===== src/eeprom_wr_pkg.sv =====
package eeprom_wr_pkg;

	// array geometry
	localparam int PAGE_COUNT   = 128;
	localparam int PAGE_BYTES   = 16;
	localparam int PAGE_OFS_W   = $clog2(PAGE_BYTES);
	localparam int ADDR_W       = $clog2(PAGE_COUNT * PAGE_BYTES);
	localparam int ROW_W        = ADDR_W - PAGE_OFS_W;

	// device address byte fields
	localparam logic [3:0] DEV_TYPE_ARRAY  = 4'hA;
	localparam logic [3:0] DEV_TYPE_SERIAL = 4'hB;
	localparam logic [2:0] SERIAL_HI_BITS  = 3'h0;
	localparam int         DEV_TYPE_MSB    = 7;
	localparam int         DEV_TYPE_LSB    = 4;
	localparam int         DEV_HI_MSB      = 3;
	localparam int         DEV_HI_LSB      = 1;
	localparam int         DEV_RW_BIT      = 0;
	localparam logic [1:0] SERIAL_WORD_PATTERN = 2'h2;

	// bit counter phases inside one byte
	localparam logic [3:0] BIT_CNT_ZERO = 4'h0;
	localparam logic [3:0] BIT_CNT_ACK  = 4'h8;
	localparam logic [3:0] BIT_CNT_DONE = 4'h9;

	// write cycle timing; the value is a plain default, not a device figure
	localparam int CLK_FREQ_MHZ        = 100;
	localparam int WRITE_CYCLE_TIME_US = 1000;
	localparam int WRITE_CYCLE_CYCLES  = WRITE_CYCLE_TIME_US * CLK_FREQ_MHZ;

	typedef enum logic [4:0] {
		ST_IDLE = 5'h01,
		ST_DEV  = 5'h02,
		ST_WORD = 5'h04,
		ST_DATA = 5'h08,
		ST_SKIP = 5'h10
	} bus_state_t;

	typedef struct packed {
		logic              serial;
		logic [ADDR_W-1:0] addr;
		logic [7:0]        data;
	} load_word_t;

endpackage


===== src/bus_cond_detect.sv =====
`timescale 1ns/1ps
`default_nettype none
module bus_cond_detect import eeprom_wr_pkg::*; (
	input  wire logic core_clk_i,
	input  wire logic sys_rst_i,
	input  wire logic scl_i,
	input  wire logic sda_i,
	output logic      scl_rise_o,
	output logic      scl_fall_o,
	output logic      start_o,
	output logic      stop_o
);
	logic scl_prev_reg;
	logic sda_prev_reg;

	// idle bus is high on both lines, so reset to that
	always_ff @(posedge core_clk_i or posedge sys_rst_i) begin
		if (sys_rst_i) begin
			scl_prev_reg <= 1'b1;
			sda_prev_reg <= 1'b1;
		end else begin
			scl_prev_reg <= scl_i;
			sda_prev_reg <= sda_i;
		end
	end

	assign scl_rise_o = scl_i && !scl_prev_reg;
	assign scl_fall_o = !scl_i && scl_prev_reg;
	assign start_o    = scl_i && scl_prev_reg && sda_prev_reg && !sda_i;
	assign stop_o     = scl_i && scl_prev_reg && !sda_prev_reg && sda_i;
endmodule // bus_cond_detect
`default_nettype wire


===== src/two_entry_buffer.sv =====
`timescale 1ns/1ps
`default_nettype none
module two_entry_buffer #(
	parameter int WIDTH = 8
) (
	input  wire logic             core_clk_i,
	input  wire logic             sys_rst_i,
	input  wire logic             in_valid_i,
	input  wire logic [WIDTH-1:0] in_data_i,
	output logic                  in_ready_o,
	output logic                  out_valid_o,
	output logic      [WIDTH-1:0] out_data_o,
	input  wire logic             out_ready_i
);
	logic             skid_valid_reg;
	logic [WIDTH-1:0] skid_data_reg;
	logic             take_in;

	// ready is registered: a second word is caught by the skid entry
	assign in_ready_o = !skid_valid_reg;
	assign take_in    = in_valid_i && !skid_valid_reg;

	always_ff @(posedge core_clk_i or posedge sys_rst_i) begin
		if (sys_rst_i) begin
			out_valid_o    <= 1'b0;
			out_data_o     <= '0;
			skid_valid_reg <= 1'b0;
			skid_data_reg  <= '0;
		end else if (!out_valid_o || out_ready_i) begin
			if (skid_valid_reg) begin
				out_data_o     <= skid_data_reg;
				out_valid_o    <= 1'b1;
				skid_valid_reg <= 1'b0;
			end else begin
				out_data_o  <= in_data_i;
				out_valid_o <= take_in;
			end
		end else if (take_in) begin
			skid_data_reg  <= in_data_i;
			skid_valid_reg <= 1'b1;
		end
	end
endmodule // two_entry_buffer
`default_nettype wire


===== src/eeprom_wr_slave.sv =====
`timescale 1ns/1ps
`default_nettype none
module eeprom_wr_slave import eeprom_wr_pkg::*; #(
	parameter int WR_CYCLES = WRITE_CYCLE_CYCLES
) (
	input  wire logic core_clk_i,
	input  wire logic sys_rst_i,
	input  wire logic scl_i,
	input  wire logic sda_i,
	output logic      sda_o,
	output logic      sda_oe_o,
	input  wire logic wp_i,
	output logic      load_valid_o,
	output load_word_t load_word_o,
	input  wire logic load_ready_i,
	output logic      commit_o,
	output logic      discard_o,
	output logic      busy_o
);
	localparam int TIMER_W = $clog2(WR_CYCLES + 1);

	bus_state_t          state_reg;
	logic [7:0]          shift_reg;
	logic [3:0]          bit_cnt_reg;
	logic [ADDR_W-1:0]   addr_reg;
	logic                serial_reg;
	logic                have_data_reg;
	logic                sda_oe_reg;
	logic                busy_reg;
	logic [TIMER_W-1:0]  timer_reg;
	logic                commit_reg;
	logic                discard_reg;

	logic                scl_rise;
	logic                scl_fall;
	logic                start_cond;
	logic                stop_cond;
	logic                decide;
	logic                release_ack;
	logic                dev_array;
	logic                dev_serial;
	logic                dev_match;
	logic                ack_ok;
	logic                push_fire;
	logic                buf_in_ready;
	load_word_t          push_word;

	bus_cond_detect u_detect (
		.core_clk_i (core_clk_i),
		.sys_rst_i  (sys_rst_i),
		.scl_i      (scl_i),
		.sda_i      (sda_i),
		.scl_rise_o (scl_rise),
		.scl_fall_o (scl_fall),
		.start_o    (start_cond),
		.stop_o     (stop_cond)
	);

	// byte ends at the fall of the eighth clock; ack bit ends at the ninth fall
	assign decide      = scl_fall && (bit_cnt_reg == BIT_CNT_ACK);
	assign release_ack = scl_fall && (bit_cnt_reg == BIT_CNT_DONE);

	assign dev_array  = shift_reg[DEV_TYPE_MSB:DEV_TYPE_LSB] == DEV_TYPE_ARRAY;
	assign dev_serial = (shift_reg[DEV_TYPE_MSB:DEV_TYPE_LSB] == DEV_TYPE_SERIAL)
		&& (shift_reg[DEV_HI_MSB:DEV_HI_LSB] == SERIAL_HI_BITS);
	assign dev_match  = dev_array || dev_serial;

	always_comb begin
		ack_ok = 1'b0;
		case (state_reg)
			ST_DEV:  ack_ok = dev_match && !busy_reg;
			ST_WORD: ack_ok = 1'b1;
			ST_DATA: ack_ok = buf_in_ready;
			default: ack_ok = 1'b0;
		endcase
	end

	assign push_fire = decide && (state_reg == ST_DATA) && buf_in_ready;
	assign push_word = '{serial: serial_reg, addr: addr_reg, data: shift_reg};

	// bus state walk; start and stop override everything
	always_ff @(posedge core_clk_i or posedge sys_rst_i) begin
		if (sys_rst_i) begin
			state_reg <= ST_IDLE;
		end else if (start_cond) begin
			// a Start inside the cycle is not taken, so a poll byte ending late gets no ack
			state_reg <= busy_reg ? ST_SKIP : ST_DEV;
		end else if (stop_cond) begin
			state_reg <= ST_IDLE;
		end else if (release_ack) begin
			case (state_reg)
				ST_DEV: begin
					if (!sda_oe_reg) begin
						state_reg <= ST_SKIP;
					end else if (shift_reg[DEV_RW_BIT]) begin
						state_reg <= ST_SKIP;
					end else begin
						state_reg <= ST_WORD;
					end
				end
				ST_WORD: state_reg <= ST_DATA;
				ST_DATA: state_reg <= sda_oe_reg ? ST_DATA : ST_SKIP;
				default: state_reg <= state_reg;
			endcase
		end
	end

	// bit capture on the clock rise, most significant bit first
	always_ff @(posedge core_clk_i or posedge sys_rst_i) begin
		if (sys_rst_i) begin
			shift_reg   <= '0;
			bit_cnt_reg <= BIT_CNT_ZERO;
		end else if (start_cond || stop_cond) begin
			bit_cnt_reg <= BIT_CNT_ZERO;
		end else if (scl_rise && (bit_cnt_reg < BIT_CNT_ACK)) begin
			shift_reg   <= {shift_reg[6:0], sda_i};
			bit_cnt_reg <= bit_cnt_reg + 4'h1;
		end else if (decide) begin
			bit_cnt_reg <= BIT_CNT_DONE;
		end else if (release_ack) begin
			bit_cnt_reg <= BIT_CNT_ZERO;
		end
	end

	// ack drive changes only on the clock fall, except that a Start or Stop drops it
	always_ff @(posedge core_clk_i or posedge sys_rst_i) begin
		if (sys_rst_i) begin
			sda_oe_reg <= 1'b0;
		end else if (start_cond || stop_cond || release_ack) begin
			sda_oe_reg <= 1'b0;
		end else if (decide) begin
			sda_oe_reg <= ack_ok && (state_reg != ST_IDLE) && (state_reg != ST_SKIP);
		end
	end

	// address pointer: top bits from the device byte, low byte from the word byte
	always_ff @(posedge core_clk_i or posedge sys_rst_i) begin
		if (sys_rst_i) begin
			addr_reg   <= '0;
			serial_reg <= 1'b0;
		end else if (decide && (state_reg == ST_DEV) && dev_match && !busy_reg) begin
			serial_reg <= dev_serial;
			if (dev_array) begin
				addr_reg[ADDR_W-1:ADDR_W-3] <= shift_reg[DEV_HI_MSB:DEV_HI_LSB];
			end else begin
				addr_reg[ADDR_W-1:ADDR_W-3] <= SERIAL_HI_BITS;
			end
		end else if (decide && (state_reg == ST_WORD)) begin
			addr_reg[7:0] <= shift_reg;
		end else if (push_fire) begin
			// only the page offset counts, so the row never changes
			addr_reg[PAGE_OFS_W-1:0] <= addr_reg[PAGE_OFS_W-1:0] + 4'h1;
		end
	end

	// a complete acked data byte arms the Stop; anything else leaves it idle
	always_ff @(posedge core_clk_i or posedge sys_rst_i) begin
		if (sys_rst_i) begin
			have_data_reg <= 1'b0;
		end else if (start_cond || stop_cond) begin
			have_data_reg <= 1'b0;
		end else if (push_fire) begin
			have_data_reg <= 1'b1;
		end
	end

	// protect level is looked at only in the Stop cycle
	always_ff @(posedge core_clk_i or posedge sys_rst_i) begin
		if (sys_rst_i) begin
			commit_reg  <= 1'b0;
			discard_reg <= 1'b0;
		end else begin
			commit_reg  <= stop_cond && have_data_reg && !wp_i && !serial_reg;
			// serial region is read-only, so loaded bytes are dropped too
			discard_reg <= stop_cond && have_data_reg && (wp_i || serial_reg);
		end
	end

	// self-timed cycle; protect changes after the Stop cannot reach it
	always_ff @(posedge core_clk_i or posedge sys_rst_i) begin
		if (sys_rst_i) begin
			busy_reg  <= 1'b0;
			timer_reg <= '0;
		end else if (busy_reg) begin
			if (timer_reg == '0) begin
				busy_reg <= 1'b0;
			end else begin
				timer_reg <= timer_reg - 1'b1;
			end
		end else if (stop_cond && have_data_reg && !wp_i && !serial_reg) begin
			busy_reg  <= 1'b1;
			timer_reg <= TIMER_W'(WR_CYCLES - 1);
		end
	end

	// a full buffer answers with nack, which the master sees as a lost byte
	two_entry_buffer #(
		.WIDTH ($bits(load_word_t))
	) u_buffer (
		.core_clk_i  (core_clk_i),
		.sys_rst_i   (sys_rst_i),
		.in_valid_i  (push_fire),
		.in_data_i   (push_word),
		.in_ready_o  (buf_in_ready),
		.out_valid_o (load_valid_o),
		.out_data_o  (load_word_o),
		.out_ready_i (load_ready_i)
	);

	always_ff @(posedge core_clk_i or posedge sys_rst_i) begin
		if (sys_rst_i) begin
			sda_o <= 1'b0;
		end else begin
			sda_o <= 1'b0;
		end
	end

	assign sda_oe_o  = sda_oe_reg;
	assign commit_o  = commit_reg;
	assign discard_o = discard_reg;
	assign busy_o    = busy_reg;
endmodule // eeprom_wr_slave
`default_nettype wire


===== config.mk =====
export PLATFORM = sky130hd
export DESIGN_NAME = eeprom_wr_slave
export DESIGN_NICKNAME = d
export VERILOG_FILES = /design/src/eeprom_wr_pkg.sv /design/src/bus_cond_detect.sv /design/src/two_entry_buffer.sv /design/src/eeprom_wr_slave.sv
export SDC_FILE = /design/constraint.sdc
export NUM_CORES = 1
export LEC_CHECK = 0
export BUFFER_PORTS_ARGS = -buffer_cell sky130_fd_sc_hd__buf_2
export CORE_ASPECT_RATIO = 1.1
export CORE_MARGIN = 2
export CORE_UTILIZATION = 65
export DETAILED_ROUTE_END_ITERATION = 8
export PLACE_DENSITY = 0.85
export SLEW_MARGIN = 5
export SYNTH_ARGS = -nofsm -noshare
export SYNTH_HDL_FRONTEND = slang
export SYNTH_SLANG_ARGS = --single-unit

===== constraint.sdc =====
create_clock -name core_clk_i -period 5.25 [get_ports core_clk_i]
set_input_delay 0.7875 -clock core_clk_i [delete_from_list [all_inputs] [get_ports core_clk_i]]
set_output_delay 0.7875 -clock core_clk_i [all_outputs]
set_load 0.03 [all_outputs]

Word-level counts from Yosys, hierarchy flattened
Cells that the tools add are included.
{"block": "totals", "reg_bits": 95, "inputBits": 6, "out_inout_bits": 26, "elab_cells": 121}
{"block": "op_classes", "addsub": 3, "magnitude_cmp": 1, "n_eq_ne": 10, "muxes": 30, "bitwise_logic": 3, "reduce_logical": 55}
{"operator": "two-way mux 17 bit", "count": 3}
{"operator": "two-way mux 5 bit", "count": 7}
{"operator": "logical AND 1 bit", "count": 25}
{"operator": "two-way mux 4 bit", "count": 6}
{"operator": "two-way mux 20 bit", "count": 1}
{"operator": "logical NOT 17 bit", "count": 1}
{"operator": "subtractor 17 x 1 -> 17 bit (second input constant)", "count": 1}
{"operator": "equality test 4 bit (second input constant)", "count": 4}
{"operator": "one-hot mux 5 bit (3 select lines)", "count": 1}
{"operator": "AND reduction 2 bit", "count": 6}
{"operator": "two-way mux 1 bit", "count": 10}
{"operator": "nonzero test 2 bit", "count": 5}
{"operator": "logical NOT 1 bit", "count": 9}
{"operator": "adder 4 x 1 -> 4 bit (second input constant)", "count": 2}
{"operator": "equality test 5 x 2 -> 1 bit (second input constant)", "count": 1}
{"operator": "equality test 5 x 3 -> 1 bit (second input constant)", "count": 1}
{"operator": "equality test 5 x 4 -> 1 bit (second input constant)", "count": 1}
{"operator": "logical OR 1 bit", "count": 5}
{"operator": "!= test 5 x 1 -> 1 bit (second input constant)", "count": 1}
{"operator": "!= test 5 bit (second input constant)", "count": 1}
{"operator": "nonzero test 5 bit", "count": 1}
{"operator": "< comparator 4 bit (second input constant)", "count": 1}
{"operator": "nonzero test 4 bit", "count": 1}
{"operator": "logical NOT 3 bit", "count": 1}
{"operator": "5 further kinds", "count": 7}

Longest topological paths before layout
{"block": "depth", "word_depth": 9, "mapped_depth": 8, "ltp_nobuf": 6}

By module
A second synthesis with hierarchy kept.
{"block": "hier_totals", "cells_unflattened": 386, "area_unflattened_um2": 4659.5}
{"module": "eeprom_wr_slave", "n_inst": 1, "cells_each": 264, "area_each_um2": 2672.6, "seq_area_each_um2": 1277.5}
{"module": "two_entry_buffer", "n_inst": 1, "cells_each": 115, "area_each_um2": 1898.1, "seq_area_each_um2": 1051.0}
{"module": "bus_cond_detect", "n_inst": 1, "cells_each": 7, "area_each_um2": 88.8, "seq_area_each_um2": 52.6}

Least setup slack after synthesis
OpenSTA, ideal clock, no wires.
{"block": "synth_timing", "path_type": "input port to flip-flop", "start": "input scl_i", "end": "register u_buffer.skid_data_reg[0]", "setup_ns": 0.128, "arrival_time_ns": 1.994, "t_required_ns": 5.122, "path_slack_ns": 3.128, "cell_stages": 6, "n_path_buf": 2, "path_cell_list": "and4bb_1 buf_2 nand3_2 nor3_2 buf_4 mux2_1"}
{"block": "synth_between", "elab_chain_len": 7}
{"item": "from (decl)", "line_no": "eeprom_wr_slave.sv:8", "text": "input wire logic scl_i,"}
{"item": "logical NOT 1 bit", "line_no": "bus_cond_detect.sv:28", "text": "assign scl_fall_o = !scl_i && scl_prev_reg;"}
{"item": "logical AND 1 bit", "line_no": "bus_cond_detect.sv:28"}
{"item": "logical AND 1 bit", "line_no": "eeprom_wr_slave.sv:60", "text": "assign decide = scl_fall && (bit_cnt_reg == BIT_CNT_ACK);"}
{"item": "logical AND 1 bit (2 in series)", "line_no": "eeprom_wr_slave.sv:78", "text": "assign push_fire = decide && (state_reg == ST_DATA) && buf_in_ready;"}
{"item": "logical AND 1 bit", "line_no": "two_entry_buffer.sv:21", "text": "assign take_in = in_valid_i && !skid_valid_reg;"}
{"item": "AND reduction 2 bit (no line)"}
{"item": "to (signal assigned)", "line_no": "two_entry_buffer.sv:39", "text": "skid_data_reg <= in_data_i;"}
{"item": "to (decl)", "line_no": "two_entry_buffer.sv:16", "text": "logic [WIDTH-1:0] skid_data_reg;"}
No other way between the ends.
A chain may end at the register's enable or synchronous reset.

Final worst setup path
{"block": "layout_timing", "start": "register u_detect.scl_prev_reg", "end": "register timer_reg[3]"}
{"block": "layout_between", "elab_chain_len": 8}
{"item": "from (decl)", "line_no": "bus_cond_detect.sv:13", "text": "logic scl_prev_reg;"}
{"item": "from (signal assigned)", "line_no": "bus_cond_detect.sv:22", "text": "scl_prev_reg <= scl_i;"}
{"item": "logical AND 1 bit (3 in series)", "line_no": "bus_cond_detect.sv:30", "text": "assign stop_o = scl_i && scl_prev_reg && !sda_prev_reg && sda_i;"}
{"item": "logical AND 1 bit (3 in series)", "line_no": "eeprom_wr_slave.sv:190", "text": "end else if (stop_cond && have_data_reg && !wp_i && !serial_reg) begin"}
{"item": "nonzero test 2 bit (no line)"}
{"item": "AND reduction 2 bit (no line)"}
{"item": "to (signal assigned)", "line_no": "eeprom_wr_slave.sv:188", "text": "timer_reg <= timer_reg - 1'b1;"}
{"item": "to (signal assigned)", "line_no": "eeprom_wr_slave.sv:192", "text": "timer_reg <= TIMER_W'(WR_CYCLES - 1);"}
{"item": "to (decl)", "line_no": "eeprom_wr_slave.sv:30", "text": "logic [TIMER_W-1:0] timer_reg;"}
No other way between the ends.

==> key figures <==
Power
  • Logic pwr share: around 17%
  • Sw frac: around 32%
  • Sw Pwr: 546 uW
  • Highest ir drop seen on vdd: ~0.27 mV
  • Seq pwr share: between 50% and 60%
  • P_leak: about 0.0022 uW
  • Power Internal: about 1100 uW
  • PD cells: about 350 nW/um2
  • Clk pwr share: between 20 and 30%

Floorplanning
  • Num rows: 31
  • Core area: around 6600 um2
  • Die height: 91.2 um
  • Die width: ~83 um
  • Ports: 32
  • Die Area: 7590 um2
  • Initial core utilization: approximately two thirds

Clock network
  • Setup bufs post-CTS: 0
  • TritonCTS Buffers: 9
  • Clock-pin slew on the worst setup and hold paths: 0.10 ns
  • Clock Sinks: between 90 and 100
  • Post-cts sizing count: 0
  • H-tree levels: 3
  • Worst-case clock buffer depth: 2
  • Worst-skew pair later-pin latency: 0.36 ns
  • Root buffer cell: clkbuf_8
  • Hold_buf cts: 0
  • CTS tree: done

Global route
  • Initial antenna violation count: 0
  • Tot GR Track Use: about a quarter
  • Global route overflow: 0
  • First-pass GRT wire length: about 15 mm
  • Largest net degree at the start of global routing: 56
  • Vias in the first global route: about 3000

Detailed routing
  • Post-route ant nets: 0
  • Highest metal used: met4
  • # DRC: 0
  • Total Wirelength: just under 9 mm
  • Met3 Wirelength: 319 um
  • Met2 wire length: ~4.4 mm
  • Total number of vias: 3118
  • Post-DR wirelength/cell: roughly 17 um
  • Iter 0 DRT Violations: ~260
  • M1 WL: 3.76 mm
  • DRT Pass-1 Iters: 5
  • DR vias/cell: approximately 6

Worst setup path
  • Slowest CP cell: nor4_1
  • Worst path bufs/invs: 0
  • Crit path cell chain: nand4b_1 > nor4_1 > a311oi_1 > a31oi_1
  • CP top delay family: simple AND/OR/NAND/NOR gates
  • CP endpoint kind: flop
  • WP data arrival: 2.51 ns
  • Setup Crit Path Kind: reg2reg
  • Critical-path maximum fanout: 7
  • Critical Path Start Type: flop
  • Worst endpoint required time: 5.53 ns
  • CP peak stage delay: 1.00 ns

Synthesis
  • Share of the synthesized area in the top cell type: around half
  • Post-synth EDFFs: 0
  • Dominant cell type by area after synthesis: dfrtp_1
  • Mapped Cells: 393
  • Syn Area/Cell: between 10 and 15 um2
  • Top-count cell post-synth: dfrtp_1
  • Asr flop ratio synth: 100%
  • Synthesis Warnings: 0
  • Yosys reg bits: between 90 and 100
  • Largest cells by area after synthesis: dfrtp_1 (51%), mux2i_1 (5.6%), mux2_1 (5.0%), o21ai_0 (4.3%), mux2_2 (3.5%)
  • Netlist cell types: 62
  • Synthesized cell area: about 4500 um2
  • Top cells by instance count after synthesis: dfrtp_1 (92), nand2_1 (40), o21ai_0 (39)
  • Sequential area share after synthesis: 53.0%
  • Top FF cell, synth: dfrtp_1
  • Mapped Nets: slightly above 400

Final layout
  • # fillers: 458
  • Nets: around 430
  • Area Overhead vs Synth: 8.91%
  • Fraction of layout cells with a size suffix above 1: approximately 22%
  • Inserted Diodes: 0
  • Final Cell Area: between 4000 and 5000 um2

Placed design
  • GP Congestion: 0.875
  • Area after DPL: about 4700 um2
  • Port bufs: 30
  • Detailed Place HPWL: about 6 mm

Timing
  • Final Slew Violations: 0
  • Min Hold Slack: approximately 0.48 ns
  • Setup-failing EPs final: 0
  • Hold Vio Cnt, Final: 0
  • Slew @ Worst Pin: around 1.2 ns
  • Setup TNS Final: 0 ns
  • RSZ-0062 raised after global routing: false
  • Fin crit share: between 40% and 50%
  • Worst Skew: about 0.011 ns
  • Relative slew slack: about 18%
  • F_max: about 450 MHz
  • Minimum clock period: 2.23 ns

Job
  • # Max-Cap Violations: 0

Outcome
  • Status: completed

Worst hold path
  • Worst Hold Class: reg2reg
## layout by cell type, fill, tap and decap left out, drive strengths merged, types with 6 or more instances in the layout
| cell | instances |
|---|---|
| a21oi | 11 |
| a31oi | 7 |
| buf | 34 |
| clkbuf | 9 |
| dfrtp | 92 |
| ha | 6 |
| inv | 8 |
| mux2 | 34 |
| mux2i | 25 |
| nand2 | 40 |
| nand3 | 8 |
| nand4 | 9 |
| nor2 | 13 |
| nor2b | 7 |
| nor3 | 8 |
| nor4 | 6 |
| o21ai | 39 |
| or2 | 6 |
## cell type report
cell class | instances | area, um2 | area share [%]
Timing Repair Buffer | 34 | 180 | 3.68
Tap cell | 82 | 103 | 2.10
Clock inverter | 7 | 81.3 | 1.66
Inverter | 8 | 31.3 | 0.639
Multi-Input combinational cell | 274 | 1990 | 40.7
Clock buffer | 9 | 124 | 2.53
Sequential cell | 95 | 2380 | 48.7
## logic make-up after synthesis
logic type	after synthesis	synth area share [%]
adders and majority gates	6	1.67
muxes	59	14.1
and+or+nand+nor	125	16.5
buffers and inverters	24	2.70
AOI/OAI and AO/OA	81	11.6
xor gates and xnor gates	2	0.390
DFF	95	53.0
other	1	0.0835
## tightest hold or removal path, cell delays in order, from the launching register on
cell and delay (ns):
dfrtp_1 0.35, nand2_1 0.04, o21ai_0 0.06
## metrics by stage
stage | setup WS (ns) | power, uW | utilization, % | std cells
2_1_floorplan | 1.99 | 1110 | - | 393
4_1_cts | 3.01 | 1700 | 73.8 | 509
5_1_grt | 2.85 | 1770 | 73.8 | 509
6_report | 3.02 | 1690 | 73.8 | 509
3_3_place_gp | 2.81 | 1200 | 70.7 | 493
3_5_place_dp | 2.72 | 1220 | 70.7 | 493
## power by group through the flow
| stage | registers (uW) | clock network, uW | logic [uW] |
|---|---|---|---|
| after floorplan | 961 | 0 | 146 |
| after global placement | 927 | 0 | 271 |
| after global routing | 932 | 530 | 309 |
| after detailed placement | 934 | 0 | 283 |
| final | 922 | 490 | 281 |
| after CTS | 920 | 496 | 285 |
## path summary, 6_finish.rpt
path | slack, ns | to | startpoint | depth (start not counted)
worst min register to register | 0.48 | u_buffer.out_data_o[11] | u_buffer.out_data_o[11] | 2
worst max register to register | 3.02 | timer_reg[3] | u_detect.scl_prev_reg | 4
worst max-delay path | 3.02 | timer_reg[3] | u_detect.scl_prev_reg | 4
max in group asynchronous | 3.63 | shift_reg[2] | sys_rst_i | 3
worst min-delay path | 0.48 | u_buffer.out_data_o[11] | u_buffer.out_data_o[11] | 2
min in group asynchronous | 0.58 | state_reg[4] | sys_rst_i | 2
## layer usage
metal / up-vias / GRT usage [%]
met5: - / 0
met4: 0 / 8.88
met3: 15 / 5.55
met2: 73 / 39.5
met1: 1528 / 32.0
li1: 1502 / -
Note: power is estimated with default switching activity, not from simulation.
